## src/timer_params.svh

```systemverilog
// Offsets, field positions, reset values and widths of the timer block.
// Assumes a byte-addressed APB space with one 32-bit word per register.
`ifndef TIMER_PARAMS_SVH
`define TIMER_PARAMS_SVH

// Register byte offsets
`define OFS_T0_CTRL 8'h00
`define OFS_T0_COUNT 8'h04
`define OFS_T1_CTRL_B 8'h08
`define OFS_PLL_CS 8'h0C
`define OFS_FLAGS 8'h10
`define OFS_MASK 8'h14

// Field positions
`define T0_CLR_BIT 3
`define T1_CLR_BIT 6
`define PLL_FAST_BIT 2
`define FLAG_T0_OVF_BIT 0

// Widths and values
`define T0_PRE_W 10
`define T1_PRE_W 14
`define BYTE_RESET 8'h00
`define T0_COUNT_MAX 8'hFF

`endif

```

## src/timer_pkg.sv

```systemverilog
// Types shared by the timer prescalers and the first timer.
// Assumes timer_params.svh supplies the numeric constants.
package timer_pkg;

  // First timer count source select
  typedef enum logic [2:0] {
    CS0_STOP = 3'h0, CS0_DIV1 = 3'h1, CS0_DIV8 = 3'h2, CS0_DIV64 = 3'h3,
    CS0_DIV256 = 3'h4, CS0_DIV1024 = 3'h5, CS0_EXT_FALL = 3'h6, CS0_EXT_RISE = 3'h7
  } t0_src_t;

  // APB slave phase
  typedef enum logic [1:0] {APB_IDLE = 2'b01, APB_ACCESS = 2'b10} apb_state_t;

endpackage

```

## src/presc_if.sv

```systemverilog
// Link between the timer control logic and one prescaler.
// Assumes both ends run on the same clock and reset.
interface presc_if;
  logic clear;
  logic src_tick;
  logic [3:0] sel;
  logic tick;

  // Control side drives select, clear and source; prescaler returns tick
  modport ctrl (output clear, output src_tick, output sel, input tick);
  modport presc (input clear, input src_tick, input sel, output tick);
endinterface

```

## src/t0_prescaler.sv

```systemverilog
// Divider for the first timer: taps at 1, 8, 64, 256 and 1024.
// Assumes src_tick marks one source clock step per pclk cycle at most.
`include "timer_params.svh"
module t0_prescaler
  import timer_pkg::*;
(
  input wire logic pclk,
  input wire logic presetn,
  presc_if.presc pif
);
  logic [`T0_PRE_W-1:0] cnt_q;
  logic tap_d;

  // Free-running divider, restarted by a prescaler clear
  always_ff @(posedge pclk or negedge presetn) begin
    if (!presetn) begin
      cnt_q <= '0;
    end else if (pif.clear) begin
      cnt_q <= '0;
    end else if (pif.src_tick) begin
      cnt_q <= cnt_q + 1'b1;
    end
  end

  // Tap select; codes 6 and 7 are the pin and handled outside
  always_comb begin
    case (pif.sel[2:0])
      CS0_DIV1: tap_d = pif.src_tick;
      CS0_DIV8: tap_d = pif.src_tick && (&cnt_q[2:0]);
      CS0_DIV64: tap_d = pif.src_tick && (&cnt_q[5:0]);
      CS0_DIV256: tap_d = pif.src_tick && (&cnt_q[7:0]);
      CS0_DIV1024: tap_d = pif.src_tick && (&cnt_q[9:0]);
      default: tap_d = 1'b0;
    endcase
  end
  assign pif.tick = tap_d && !pif.sel[3];
endmodule // t0_prescaler

```

## src/t1_prescaler.sv

```systemverilog
// Divider for the second timer: undivided down to divide by 16384.
// Assumes src_tick already selects system or fast peripheral clock steps.
`include "timer_params.svh"
module t1_prescaler
  import timer_pkg::*;
(
  input wire logic pclk,
  input wire logic presetn,
  presc_if.presc pif
);
  logic [`T1_PRE_W-1:0] cnt_q;
  logic [`T1_PRE_W-1:0] mask_d;

  // Divider counts source steps only
  always_ff @(posedge pclk or negedge presetn) begin
    if (!presetn) begin
      cnt_q <= '0;
    end else if (pif.clear) begin
      cnt_q <= '0;
    end else if (pif.src_tick) begin
      cnt_q <= cnt_q + 1'b1;
    end
  end

  // Select n (1..15) divides by 2^(n-1); 0 stops the timer
  always_comb begin
    mask_d = {`T1_PRE_W{1'b1}} >> (4'hF - pif.sel);
  end
  assign pif.tick = pif.src_tick && (pif.sel != 4'h0) && ((cnt_q & mask_d) == mask_d);
endmodule // t1_prescaler

```

## src/timer_top.sv

```systemverilog
// Prescalers for two 8-bit timers and the first timer's counter, on APB.
// Assumes pins arrive asynchronously; the fast clock is sampled as a pin.
//
// Functional notes
// - First timer runs undivided, /8, /64, /256, /1024, from pin, or stopped.
// - Second timer clocks range undivided to /16384 of its source, plus stop.
// - Writing one to the second prescaler clear bit resets that prescaler.
// - Fast clock select set: second timer uses fast peripheral clock, else system.
// - External count pin is synchronised to the system clock on rising edges.
// - First timer overflow sets a flag; its enable sits in the mask register.
// - Upper five control bits of the first timer always read as zero.
// - Select 0 stop,1..5 taps,6 pin falling,7 pin rising edge.
// - Writing one to control bit 3 resets first prescaler; bit self-clears, reads zero.
// - Counter is read/write; after a write it counts from the next tick.
`include "timer_params.svh"
module timer_top
  import timer_pkg::*;
(
  input wire logic pclk,
  input wire logic presetn,
  input wire logic [7:0] paddr,
  input wire logic psel,
  input wire logic penable,
  input wire logic pwrite,
  input wire logic [31:0] pwdata,
  output logic [31:0] prdata,
  output logic pready,
  output logic pslverr,
  input wire logic t0_external_clock_pin,
  input wire logic fast_peripheral_clock,
  output logic irq,
  output logic t1_count_tick
);
  presc_if p0_if ();
  presc_if p1_if ();

  apb_state_t state_q;
  logic [31:0] prdata_q;
  logic pready_q;
  logic pslverr_q;
  logic irq_q;
  logic t1_tick_q;

  logic [2:0] t0_clock_select_q;
  logic [3:0] t1_clock_select_q;
  logic fast_clock_select_q;
  logic [7:0] t0_count_value_q;
  logic timer_flag_q;
  logic timer_mask_q;
  logic t0_clr_q;
  logic t1_clr_q;

  logic [1:0] pin_in;
  logic [1:0] s1_q;
  logic [1:0] s2_q;
  logic [1:0] s3_q;
  logic [1:0] stable_q;
  logic [1:0] rise_d;
  logic [1:0] fall_d;

  logic setup_d;
  logic access_d;
  logic wr_d;
  logic rd_d;
  logic mapped_d;
  logic [31:0] rdata_d;
  logic t0_tick_d;
  logic t0_wr_count_d;
  logic t0_ovf_d;
  logic flag_clr_d;

  // Slot 0 is the count pin, slot 1 the fast peripheral clock
  assign pin_in = {fast_peripheral_clock, t0_external_clock_pin};

  // Three-stage synchronisers; a level is taken once stages two and three agree
  genvar g;
  generate
    for (g = 0; g < 2; g++) begin : g_sync
      always_ff @(posedge pclk or negedge presetn) begin
        if (!presetn) begin
          s1_q[g] <= 1'b0;
          s2_q[g] <= 1'b0;
          s3_q[g] <= 1'b0;
        end else begin
          s1_q[g] <= pin_in[g];
          s2_q[g] <= s1_q[g];
          s3_q[g] <= s2_q[g];
        end
      end

      // Filtered level; stage one is never looked at here
      always_ff @(posedge pclk or negedge presetn) begin
        if (!presetn) begin
          stable_q[g] <= 1'b0;
        end else if (s2_q[g] == s3_q[g]) begin
          stable_q[g] <= s3_q[g];
        end
      end

      // Edge strobes from the agreed level; one pulse per transition
      assign rise_d[g] = (s2_q[g] == s3_q[g]) && s3_q[g] && !stable_q[g];
      assign fall_d[g] = (s2_q[g] == s3_q[g]) && !s3_q[g] && stable_q[g];
    end
  endgenerate

  // APB phase tracking: zero wait states, answer in the first access cycle
  assign setup_d = psel && !penable;
  assign access_d = psel && penable && pready_q;
  assign wr_d = access_d && pwrite;
  assign rd_d = access_d && !pwrite;

  always_ff @(posedge pclk or negedge presetn) begin
    if (!presetn) begin
      state_q <= APB_IDLE;
      pready_q <= 1'b0;
    end else begin
      case (state_q)
        APB_IDLE: begin
          if (setup_d) begin
            state_q <= APB_ACCESS;
            pready_q <= 1'b1;
          end
        end
        APB_ACCESS: begin
          state_q <= APB_IDLE;
          pready_q <= 1'b0;
        end
        default: begin
          state_q <= APB_IDLE;
          pready_q <= 1'b0;
        end
      endcase
    end
  end

  // Address decode and read-back mux
  // Clear bits are never stored, so they read zero without extra masking
  always_comb begin
    rdata_d = 32'h0000_0000;
    mapped_d = 1'b1;
    case (paddr)
      `OFS_T0_CTRL: rdata_d[2:0] = t0_clock_select_q;
      `OFS_T0_COUNT: rdata_d[7:0] = t0_count_value_q;
      `OFS_T1_CTRL_B: rdata_d[3:0] = t1_clock_select_q;
      `OFS_PLL_CS: rdata_d[`PLL_FAST_BIT] = fast_clock_select_q;
      `OFS_FLAGS: rdata_d[`FLAG_T0_OVF_BIT] = timer_flag_q;
      `OFS_MASK: rdata_d[`FLAG_T0_OVF_BIT] = timer_mask_q;
      default: mapped_d = 1'b0;
    endcase
  end

  // Read data and error are captured in setup and held through access
  always_ff @(posedge pclk or negedge presetn) begin
    if (!presetn) begin
      prdata_q <= 32'h0000_0000;
      pslverr_q <= 1'b0;
    end else if (setup_d && state_q == APB_IDLE) begin
      prdata_q <= pwrite ? 32'h0000_0000 : rdata_d;
      pslverr_q <= !mapped_d;
    end else if (state_q == APB_ACCESS) begin
      prdata_q <= 32'h0000_0000;
      pslverr_q <= 1'b0;
    end
  end

  // Control register writes; clear bits are not stored, only pulsed
  always_ff @(posedge pclk or negedge presetn) begin
    if (!presetn) begin
      t0_clock_select_q <= 3'h0;
      t1_clock_select_q <= 4'h0;
      fast_clock_select_q <= 1'b0;
      timer_mask_q <= 1'b0;
    end else if (wr_d) begin
      case (paddr)
        `OFS_T0_CTRL: t0_clock_select_q <= pwdata[2:0];
        `OFS_T1_CTRL_B: t1_clock_select_q <= pwdata[3:0];
        `OFS_PLL_CS: fast_clock_select_q <= pwdata[`PLL_FAST_BIT];
        `OFS_MASK: timer_mask_q <= pwdata[`FLAG_T0_OVF_BIT];
        default: ;
      endcase
    end
  end

  // One-cycle prescaler clear pulses; writing zero does nothing
  always_ff @(posedge pclk or negedge presetn) begin
    if (!presetn) begin
      t0_clr_q <= 1'b0;
      t1_clr_q <= 1'b0;
    end else begin
      t0_clr_q <= wr_d && paddr == `OFS_T0_CTRL && pwdata[`T0_CLR_BIT];
      t1_clr_q <= wr_d && paddr == `OFS_T1_CTRL_B && pwdata[`T1_CLR_BIT];
    end
  end

  // Prescaler hookup; the first always steps on the system clock
  assign p0_if.clear = t0_clr_q;
  assign p0_if.src_tick = 1'b1;
  assign p0_if.sel = {1'b0, t0_clock_select_q};
  assign p1_if.clear = t1_clr_q;
  assign p1_if.src_tick = fast_clock_select_q ? rise_d[1] : 1'b1;
  assign p1_if.sel = t1_clock_select_q;

  t0_prescaler u_p0 (
    .pclk(pclk),
    .presetn(presetn),
    .pif(p0_if)
  );

  t1_prescaler u_p1 (
    .pclk(pclk),
    .presetn(presetn),
    .pif(p1_if)
  );

  // First timer count source, pin edges rely on the source's spacing
  always_comb begin
    case (t0_src_t'(t0_clock_select_q))
      CS0_STOP: t0_tick_d = 1'b0;
      CS0_EXT_FALL: t0_tick_d = fall_d[0];
      CS0_EXT_RISE: t0_tick_d = rise_d[0];
      default: t0_tick_d = p0_if.tick;
    endcase
  end

  // Counter: a software write wins and the count resumes on the next tick
  assign t0_wr_count_d = wr_d && paddr == `OFS_T0_COUNT;
  assign t0_ovf_d = t0_tick_d && !t0_wr_count_d && t0_count_value_q == `T0_COUNT_MAX;

  always_ff @(posedge pclk or negedge presetn) begin
    if (!presetn) begin
      t0_count_value_q <= `BYTE_RESET;
    end else if (t0_wr_count_d) begin
      t0_count_value_q <= pwdata[7:0];
    end else if (t0_tick_d) begin
      t0_count_value_q <= t0_count_value_q + 8'h01;
    end
  end

  // Sticky overflow flag; a read clears only what it returned, so a new set wins
  assign flag_clr_d = rd_d && paddr == `OFS_FLAGS && prdata_q[`FLAG_T0_OVF_BIT];

  always_ff @(posedge pclk or negedge presetn) begin
    if (!presetn) begin
      timer_flag_q <= 1'b0;
    end else if (t0_ovf_d) begin
      timer_flag_q <= 1'b1;
    end else if (flag_clr_d) begin
      timer_flag_q <= 1'b0;
    end
  end

  // Registered outputs: interrupt level and second timer count tick
  always_ff @(posedge pclk or negedge presetn) begin
    if (!presetn) begin
      irq_q <= 1'b0;
      t1_tick_q <= 1'b0;
    end else begin
      irq_q <= timer_flag_q && timer_mask_q;
      t1_tick_q <= p1_if.tick;
    end
  end

  assign prdata = prdata_q;
  assign pready = pready_q;
  assign pslverr = pslverr_q;
  assign irq = irq_q;
  assign t1_count_tick = t1_tick_q;
endmodule // timer_top

```

## config.mk

```make
export PLATFORM = sky130hd
export DESIGN_NAME = timer_top
export DESIGN_NICKNAME = d
export VERILOG_FILES = /design/src/timer_pkg.sv /design/src/presc_if.sv /design/src/t0_prescaler.sv /design/src/t1_prescaler.sv /design/src/timer_top.sv
export VERILOG_INCLUDE_DIRS = /design/src
export SDC_FILE = /design/constraint.sdc
export NUM_CORES = 1
export LEC_CHECK = 0
export ABC_AREA = 1
export BUFFER_PORTS_ARGS = -buffer_cell sky130_fd_sc_hd__buf_2
export CORE_AREA = 4 4 62 120
export DETAILED_ROUTE_END_ITERATION = 8
export DIE_AREA = 0 0 66 124
export PLACE_DENSITY = 0.83
export SLEW_MARGIN = 40
export SYNTH_ARGS = -nofsm -noshare
export SYNTH_HDL_FRONTEND = slang
export SYNTH_SLANG_ARGS = --single-unit
```

## constraint.sdc

```tcl
create_clock -name pclk -period 4.23 [get_ports pclk]
set_clock_uncertainty 0.05 [all_clocks]
set_input_delay 0.2115 -clock pclk [delete_from_list [all_inputs] [get_ports pclk]]
set_output_delay 0.2115 -clock pclk [all_outputs]
set_load 0.02 [all_outputs]
```

# Word-level counts from Yosys, hierarchy flattened
# Index checks and enable logic that the tools add are counted.
# word_totals
inputBits	47
memories	0
ramBits	0
out_inout_bits	36
latchBits	0
rom_bits	0
ff_bits	90
wordCells	121
# op_classes
n_div	0
mul	0
n_shift	1
order_cmp	0
bitwise_logic	1
add_sub_neg	4
mux	25
n_reduce_logical	47
n_eq_ne	19
# op_table
operator	count
2-to-1 mux 32 bit	2
2-to-1 mux 14 bit	2
logical AND 1 bit	24
2-to-1 mux 8 bit	3
== test 8 x 4 -> 1 bit, second input constant	2
== test 8 x 5 -> 1 bit, second input constant	2
adder 14 x 1 -> 14 bit, second input constant	1
bitwise AND 14 bit	1
== test 14 bit	1
right shift 14 x 4 -> 14 bit, first input constant	1
== test 3 bit, second input constant	4
adder 10 x 1 -> 10 bit, second input constant	1
2-to-1 mux 10 bit	1
one-hot mux 1 bit (5 select lines)	2
AND reduction 10 bit	1
adder 8 x 1 -> 8 bit, second input constant	1
== test 8 x 3 -> 1 bit, second input constant	1
== test 8 bit, second input constant	1
logical NOT 8 bit	1
2-to-1 mux 1 bit	8
AND reduction 2 bit	4
AND reduction 8 bit	1
nonzero test 2 bit	4
logical NOT 1 bit	7
17 further kinds	21

# Logic depth before layout (Yosys ltp)
# Gate-level depths: netlist of run 1.
# depth
depth_word	8
ltp_mapped	12
mapped_depth_nobuf	12

# Modules after synthesis
# From an unflattened synthesis of run 1, not the netlist that was laid out.
# unflattened
cells_unflattened	515
area_unflattened_um2	3853.7
# by_module_without_submodules
mod	instances	seq_area_each_um2	area_each_um2	cells_per_inst
timer_top	1	1027.2	2219.6	273
t1_prescaler	1	350.3	969.7	145
t0_prescaler	1	250.2	664.4	97

# Worst setup path before layout of run 1
# Ideal clock, no wire load.
# synth_path
path_type	reg-to-reg
start	register u_p0.cnt_q[0]
end	register t0_count_value_q[0]
synth_period_minus_slack_ns	1.521
path_slack_ns	2.709
path_buffers	0
path_stages_with_launch	13
required_time_ns	4.063
setup_time_ns	0.117
arrival_ns	1.354
path_cell_list	dfrtp_1 -> ha_1 -> ha_1 -> nor2_1 -> nor2_1 -> nor2_1 -> nand2_1 -> nand2_1 -> inv_2 -> nand2_4 -> nand2_4 -> nand2_1 -> nand2_1
# synth_between
elab_chain_len	4
word_cells_on_any_way	7
cone_classes	mux: 2; reduce/logical: 5
# synth_lines
item	line_no	text
start, declared	t0_prescaler.sv:11	logic [`T0_PRE_W-1:0] cnt_q;
start signal, assigned	t0_prescaler.sv:21	cnt_q <= cnt_q + 1'b1;
AND reduction 10 bit, or another cell as far along	t0_prescaler.sv:32	CS0_DIV1024: tap_d = pif.src_tick && (&cnt_q[9:0]);
one-hot mux 1 bit (5 select lines) *	t0_prescaler.sv:27	case (pif.sel[2:0])
one-hot mux 1 bit (3 select lines) *	timer_top.sv:217	case (t0_src_t'(t0_clock_select_q))
nonzero test 2 bit (no line) *	--	
end signal, assigned	timer_top.sv:231	t0_count_value_q <= `BYTE_RESET;
end signal, assigned	timer_top.sv:233	t0_count_value_q <= pwdata[7:0];
end signal, assigned	timer_top.sv:235	t0_count_value_q <= t0_count_value_q + 8'h01;
end, declared	timer_top.sv:47	logic [7:0] t0_count_value_q;
# Every way passes the cells marked *; elsewhere a longest branch is shown, timed or not.
# A chain may end at the register's enable or synchronous reset.

# Worst setup path in the final report of run 1
# layout_path
start	register s2_q[1]
end	register u_p1.cnt_q[6]
# layout_between
elab_chain_len	5
# layout_lines
item	line_no	text
start, declared	timer_top.sv:55	logic [1:0] s2_q;
start signal, assigned by index	timer_top.sv:86	s2_q[g] <= s1_q[g];
== test 1 bit	--	
logical AND 1 bit (2 in series)	timer_top.sv:101	assign rise_d[g] = (s2_q[g] == s3_q[g]) && s3_q[g] && !stable_q[g];
2-to-1 mux 1 bit	timer_top.sv:200	assign p1_if.src_tick = fast_clock_select_q ? rise_d[1] : 1'b1;
nonzero test 2 bit (no line)	--	
end signal, assigned	t1_prescaler.sv:21	cnt_q <= cnt_q + 1'b1;
end, declared	t1_prescaler.sv:11	logic [`T1_PRE_W-1:0] cnt_q;
# No other way between the ends.

==> run_results.csv, run 1 <==
group,metric,value,unit
status,outcome,"finished, final reports clean",
routing,drtAntennaViolNets,0,
synth,synth.area.top_cells,"dfrtp_1, nand2_1, nand3_1",
power,swShare,0.304,
worst_setup_path,arrival,2010,ps
synth,ys.flop_type,"dfrtp_1",
worst_setup_path,endpoint_kind,"flip-flop",
power,p_leak,2.16,nW
worst_setup_path,startpoint_type,"flip-flop",
sta,min_period,1830,ps
final_layout,diodes,0,
synth,synth_area,3730,µm²
die,die_y,124,µm
routing,drc,0,
cts,cts_tree,"yes",
synth,yosysMostFrequentCell,"nand2_1",
synth,synthXorXnorAreaFrac,0.0141,
worst_setup_path,reg2reg_depth,9,
placement,port-buffer-count,34,
synth,yosysTopAreaCell,"dfrtp_1",
sta,drv_slew,0,
routing,num_vias,3223,
cts,htreeDepth,3,
final_layout,layout-area-overhead-vs-synth,13.3,%
final_layout,final_nets,570,
placement,place.gp.congestion,0.958,
sta,rsz0062_at_grt,"false",
worst_setup_path,r2r_end,"u_p1.cnt_q[6]",
final_layout,design_area,4220,µm²
synth,synth-simple-area-share,0.317,
placement,placed_area,3880,µm²
grt,use_met2,0.415,
cts,cts_root_buf,"clkbuf_16",
grt,grtUsageTotal,0.231,
routing,drt_iter0_drc,226,
sta,hold-worst-slack,102,ps
final_layout,fin_cells,609,
placement,place_ws,2410,ps
synth,ys_seq_elements,65,
worst_setup_path,cp.required,4410,ps
sta,worst_slack,2400,ps
worst_hold_path,hold_depth,3,
cts,insertion_delay,330,ps
synth,synth_top_family_by_area,"simple AND/OR/NAND/NOR gates",
synth,synthAdderAreaFrac,0.0235,
synth,async_reset_ff_frac,1.00,
worst_setup_path,regToRegSetupSlack,2400,ps
sta,fin_tns_setup,0,ps
sta,relSlewSlack,0.609,
power,pwr-share-seq,0.415,
final_layout,drive_gt1_frac,0.161,
grt,grt_max_degree,66,
grt,grt.overflow.total,0,
die,start_util,0.567,
grt,met1_usage,0.230,
cts,cts.clk_slew.worst_paths,50,ps
die,core_area,6570,µm²
cts,postCtsSetupBuffers,0,
routing,drt_first_pass_iters,5,
die,die_area,8180,µm²
worst_hold_path,min_from,"pwdata[3]",
grt,busiest_layer,"met2",
power,pwr-share-clk,0.411,
job,maxCapViolations,0,
synth,synth.area.mux_share,0,
synth,syn_avg_cell_area,7.88,µm²
power,p_total,1.88,mW
die,fp-row-count,42,
power,power.density,445,nW/µm²
grt,grt_pass1_wl,14.3,mm
power,irDropWorstVdd,0.377,mV
routing,wl_per_cell,14.2,µm
sta,tightest_slew,587,ps
worst_hold_path,hold_path_end,"p0_if.clear",
sta,finalCritPeriodShare,0.433,
synth,yosysWarnings,0,
routing,finalWirelength,8.65,mm
grt,first_global_vias,3182,
synth,ys_types,41,
cts,cts_hold_buf,2,
synth,synth_common_cells,"nand2_1, dfrtp_1, inv_1",
die,die_w,66,µm
grt,grtUsageMet3,0.0551,
final_layout,final_core_utilization,0.643,
power,combPwrFrac,0.174,
routing,via_per_inst,5.29,
cts,cts_buffer_depth,2,
worst_hold_path,min_path_type,"in -> reg",
synth,synth_compound_area_frac,0.0920,
sta,fmax,546,MHz
sta,hold_violations,0,
die,ios,83,
power,p_sw,0.571,mW
power,p_int,1.31,mW
worst_setup_path,crit_type,"reg -> reg",
grt,antenna_found_initial,0,
placement,hpwl,6.51,mm
cts,cts_buffers,9,
placement,dp_cells,590,
worst_setup_path,rr_startpoint,"s2_q[1]",
synth,synth_edf_count,0,
cts,ctsResizeCount,0,
synth,ys_seq_area_frac,0.437,
worst_setup_path,crit_fanout,18,
synth,netlist.area_leader.share,0.430,
cts,cts_sinks,65,
synth,syn_inst,473,
sta,setup_viol,0,
==> area by class of cell <==
type	count	area [µm²]
Fill cell	549	2350
Multi-Input combinational cell	348	1750
Sequential cell	65	1630
Clock buffer	10	229
Timing Repair Buffer	38	211
Inverter	54	208
Tap cell	88	110
Clock inverter	6	82.6
==> how the worst max path moves through the flow <==
stage | from | end | slack [ps] | cells past startpoint
CTS | s2_q[1] | u_p1.cnt_q[6] | 2400 | 9
global route | s2_q[1] | u_p1.cnt_q[6] | 2250 | 9
finish | s2_q[1] | u_p1.cnt_q[6] | 2400 | 9
floorplan | u_p0.cnt_q[0] | t0_count_value_q[0] | 2710 | 12
global placement | s2_q[1] | u_p1.cnt_q[6] | 2470 | 9
detailed placement | s2_q[1] | u_p1.cnt_q[6] | 2410 | 9
==> placed cells by master (no fill, tap or decap), drive strengths merged, types with 10 or more instances in the layout <==
| cell type | synthesis | final |
|---|---|---|
| nand2 | 123 | 123 |
| dfrtp | 64 | 64 |
| inv | 52 | 52 |
| nor2 | 47 | 47 |
| nand3 | 46 | 46 |
| o21ai | 37 | 37 |
| buf | 28 | 35 |
| conb | 1 | 24 |
| nand4 | 17 | 17 |
| a21oi | 15 | 15 |
| nor3 | 13 | 13 |
| clkbuf | 1 | 10 |
==> routing by layer <==
metal / up-vias / part of all wire / routed length, µm
met1: 1534 / 0.35 / 3010
met5: - / 0 / 0
met4: 0 / 0.042 / 361
met3: 27 / 0.036 / 309
li1: 1585 / - / -
met2: 77 / 0.57 / 4970
==> sequential cells by signal (all words and copies together), names as in the netlist <==
| name | count |
|---|---|
| prdata | 8 |
| stable_q | 2 |
| irq | 1 |
| t0_clock_select_q | 3 |
| timer_flag_q | 1 |
| fast_clock_select_q | 1 |
| p1_if.clear | 1 |
| pslverr | 1 |
| s1_q | 2 |
| state_q | 2 |
| p0_if.clear | 1 |
| s2_q | 2 |
| u_p0.cnt_q | 10 |
| timer_mask_q | 1 |
| t0_count_value_q | 8 |
| p1_if.sel | 4 |
| t1_count_tick | 1 |
| u_p1.cnt_q | 14 |
| s3_q | 2 |
==> logic make-up after synthesis <==
kind of cell | count (synthesis)
and+or+nand+nor | 250
xor gates and xnor gates | 6
other | 1
buffers and inverters | 83
AOI/OAI and AO/OA | 61
DFF | 65
adders and majority gates | 7
==> power by group through the flow <==
stage | clock network (mW) | registers, mW | logic, mW
6_report | 0.773 | 0.781 | 0.327
5_1_grt | 0.813 | 0.791 | 0.376
4_1_cts | 0.792 | 0.778 | 0.324
3_5_place_dp | 0 | 0.788 | 0.321
3_3_place_gp | 0 | 0.785 | 0.304
2_1_floorplan | 0 | 0.764 | 0.253
==> critical path, cell delays in order, from the launching register on <==
cell and delay (ps):
dfrtp_1 380, ha_1 210, a21boi_2 300, nand2_2 270, nand3_1 200, inv_1 80
nand2_1 90, nand2_1 60, nand2_1 50, nor2_1 40
Power figures use the tool's default switching activity.
==> run 2: changes to the inputs <==
- CORE_AREA: 4 4 62 120 -> 4 4 67 131
- DIE_AREA: 0 0 66 124 -> 0 0 71 135
- PLACE_DENSITY: 0.83 -> 0.74
- clock period: 4.23 -> 1.5 ns (I/O delays scaled with it)
==> run 2 against run 1 <==
Compared with the run above:
- the run now ends with negative setup slack left
- global-route usage fell by 4.1 points
- routed wire length grew 1.9%
- power grew to 3.0 times the previous value
- clock power rose to 3.1 times the previous value
- via count up 2.5%
- core utilization is 5.8 points lower
- register-to-register slack worse by 2500 ps
- sequential power grew to 2.8 times the previous value
- sequential share of layout area down 3.0 points
- fmax is 14% higher
- non-clock buffer count increased by 26
- worst hold slack got worse by 100 ps
- largest cell class unchanged
- highest routed layer unchanged
==> run_results.csv, run 2 (same netlist as run 1, synthesis figures left out) <==
group,metric,value,unit
status,outcome,"finished, violations left",
status,violations,"negative setup slack",
worst_setup_path,critical_path.cell_chain,"ha_2 > ha_2 > nor2_1 > nor2_1 > nor2_1 > nand2_1 > nand2_1 > inv_2 > nand2_4 > nand2_8 > nand2_1 > nand2_1",
final_layout,layout-area-overhead-vs-synth,22.9,%
worst_setup_path,cpMostUsedCell,"nand2_1",
cts,cts.clk_slew.worst_paths,60,ps
grt,grtUsageTotal,0.189,
sta,setup_viol,8,
worst_setup_path,r2r_end,"t0_count_value_q[0]",
worst_setup_path,cp_top_family,"simple AND/OR/NAND/NOR gates",
grt,first_global_vias,3159,
cts,insertion_delay,330,ps
worst_setup_path,crit_fanout,8,
final_layout,nFillCells,693,
worst_setup_path,regToRegSetupSlack,-110,ps
worst_setup_path,cpPeakStageDelay,380,ps
worst_setup_path,cp_num_cells,12,
job,maxCapViolations,0,
final_layout,largest_reg_flops,14,
sta,fin_tns_setup,-805,ps
routing,num_vias,3305,
cts,cts_buffer_depth,2,
worst_setup_path,reg2reg_depth,12,
cts,cts_sinks,65,
routing,finalWirelength,8.82,mm
worst_hold_path,hold_path_end,"t0_count_value_q[5]",
power,p_int,4.03,mW
die,core_area,7830,µm²
sta,finalCritPeriodShare,1.07,
routing,drc,0,
grt,grt_max_degree,27,
power,irDropWorstVdd,0.861,mV
power,pwr-share-seq,0.381,
routing,via_per_inst,5.13,
sta,min_period,1610,ps
final_layout,diodes,0,
routing,drtAntennaViolNets,0,
die,ios,83,
final_layout,final_nets,597,
routing,wl_per_cell,13.7,µm
final_layout,regMostFlops,"u_p1.cnt_q",
worst_hold_path,min_from,"pwdata[5]",
sta,hold_violations,0,
grt,grt_pass1_wl,14.5,mm
die,die_w,71,µm
final_layout,fin_cells,644,
cts,cts_buffers,9,
worst_setup_path,arrival,1780,ps
die,die_y,135,µm
power,p_sw,1.68,mW
worst_setup_path,startpoint_type,"flip-flop",
final_layout,final_common_cell,"nand2_1",
power,power.density,1250,nW/µm²
cts,htreeDepth,3,
worst_setup_path,cp.required,1680,ps
placement,place_ws,-97.7,ps
final_layout,top_regs,"u_p1.cnt_q (14), u_p0.cnt_q (10)",
placement,place.gp.congestion,0.907,
worst_setup_path,path_buf_inv,1,
placement,port-buffer-count,34,
power,p_total,5.71,mW
placement,hpwl,6.25,mm
worst_hold_path,hold_depth,5,
cts,cts_root_buf,"clkbuf_16",
grt,grt.overflow.total,0,
placement,placed_area,4090,µm²
sta,rsz0062_at_grt,"true",
sta,drv_slew,0,
power,p_leak,2.32,nW
placement,dp_cells,619,
power,pwr-share-clk,0.425,
die,start_util,0.476,
die,die_area,9590,µm²
worst_setup_path,rr_startpoint,"u_p0.cnt_q[0]",
sta,fmax,623,MHz
final_layout,design_area,4580,µm²
worst_hold_path,min_path_type,"in -> reg",
power,swShare,0.294,
cts,cts_tree,"yes",
worst_setup_path,cp_slowest_cell,"dfrtp_1",
worst_setup_path,endpoint_kind,"flip-flop",
final_layout,drive_gt1_frac,0.226,
die,fp-row-count,46,
worst_setup_path,crit_type,"reg -> reg",
sta,worst_slack,-105,ps
routing,drt_iter0_drc,206,
final_layout,final_cell_mix,"nand2_1, dfrtp_1, inv_1",
power,combPwrFrac,0.194,
routing,drt_first_pass_iters,5,
grt,antenna_found_initial,0,
[run 2: stage by stage]
step,util,hold slack [ps]
CTS,0.579,1.07
floorplan,-,-271
global route,0.585,19.1
finish,0.585,1.61
detailed placement,0.522,-3.77
global placement,0.522,-11.1
[run 2: worst reg2reg max path, cell delays in order, from the launching register on]
cell and delay, ps:
dfrtp_1 380, ha_2 200, ha_2 160, nor2_1 80, nor2_1 40, nor2_1 80, nand2_1 60, nand2_1 60
inv_2 70, nand2_4 110, nand2_8 90, nand2_1 70, nand2_1 40
[run 2: area by class of cell]
type / count / area (µm²) / share of cell area
Clock buffer: 11 / 243 / 0.0530
Multi-Input combinational cell: 349 / 1820 / 0.398
Clock inverter: 5 / 103 / 0.0224
Tap cell: 96 / 120 / 0.0262
Sequential cell: 65 / 1630 / 0.356
Inverter: 54 / 208 / 0.0454
Timing Repair Buffer: 64 / 454 / 0.0992
[run 2: timing repair]
item                       CTS  global route
pin swaps                    3             3
hold endpoints to repair    44             0
setup buffers                1             0
hold buffers                 7             0
cloned                       1             0
setup endpoints to repair    8            29
gates resized for setup      4            17
[run 2: metal layers]
metal / share of wire / global-route usage / up-vias
met5: 0 / 0 / -
met2: 0.49 / 0.305 / 90
met4: 0.021 / 0.0847 / 0
met3: 0.044 / 0.0335 / 17
li1: - / - / 1648
met1: 0.44 / 0.247 / 1550
[run 2: how the worst max path moves through the flow]
stage | start | end | slack [ps]
after detailed placement | u_p0.cnt_q[0] | t0_count_value_q[1] | -100
after floorplan | u_p0.cnt_q[0] | t0_count_value_q[0] | 10
after CTS | u_p0.cnt_q[1] | t0_count_value_q[1] | -100
after global routing | u_p0.cnt_q[0] | t0_count_value_q[0] | -180
after global placement | u_p0.cnt_q[0] | t0_count_value_q[0] | -50
final | u_p0.cnt_q[0] | t0_count_value_q[0] | -110
[run 2: power by group through the flow]
| stage | Clock [mW] | Combinational, mW | Sequential, mW |
|---|---|---|---|
| after global placement | 0 | 0.994 | 2.19 |
| after CTS | 2.46 | 1.05 | 2.17 |
| final | 2.43 | 1.11 | 2.17 |
| after detailed placement | 0 | 1.02 | 2.19 |
| after floorplan | 0 | 0.713 | 2.15 |
| after global routing | 2.54 | 1.25 | 2.20 |
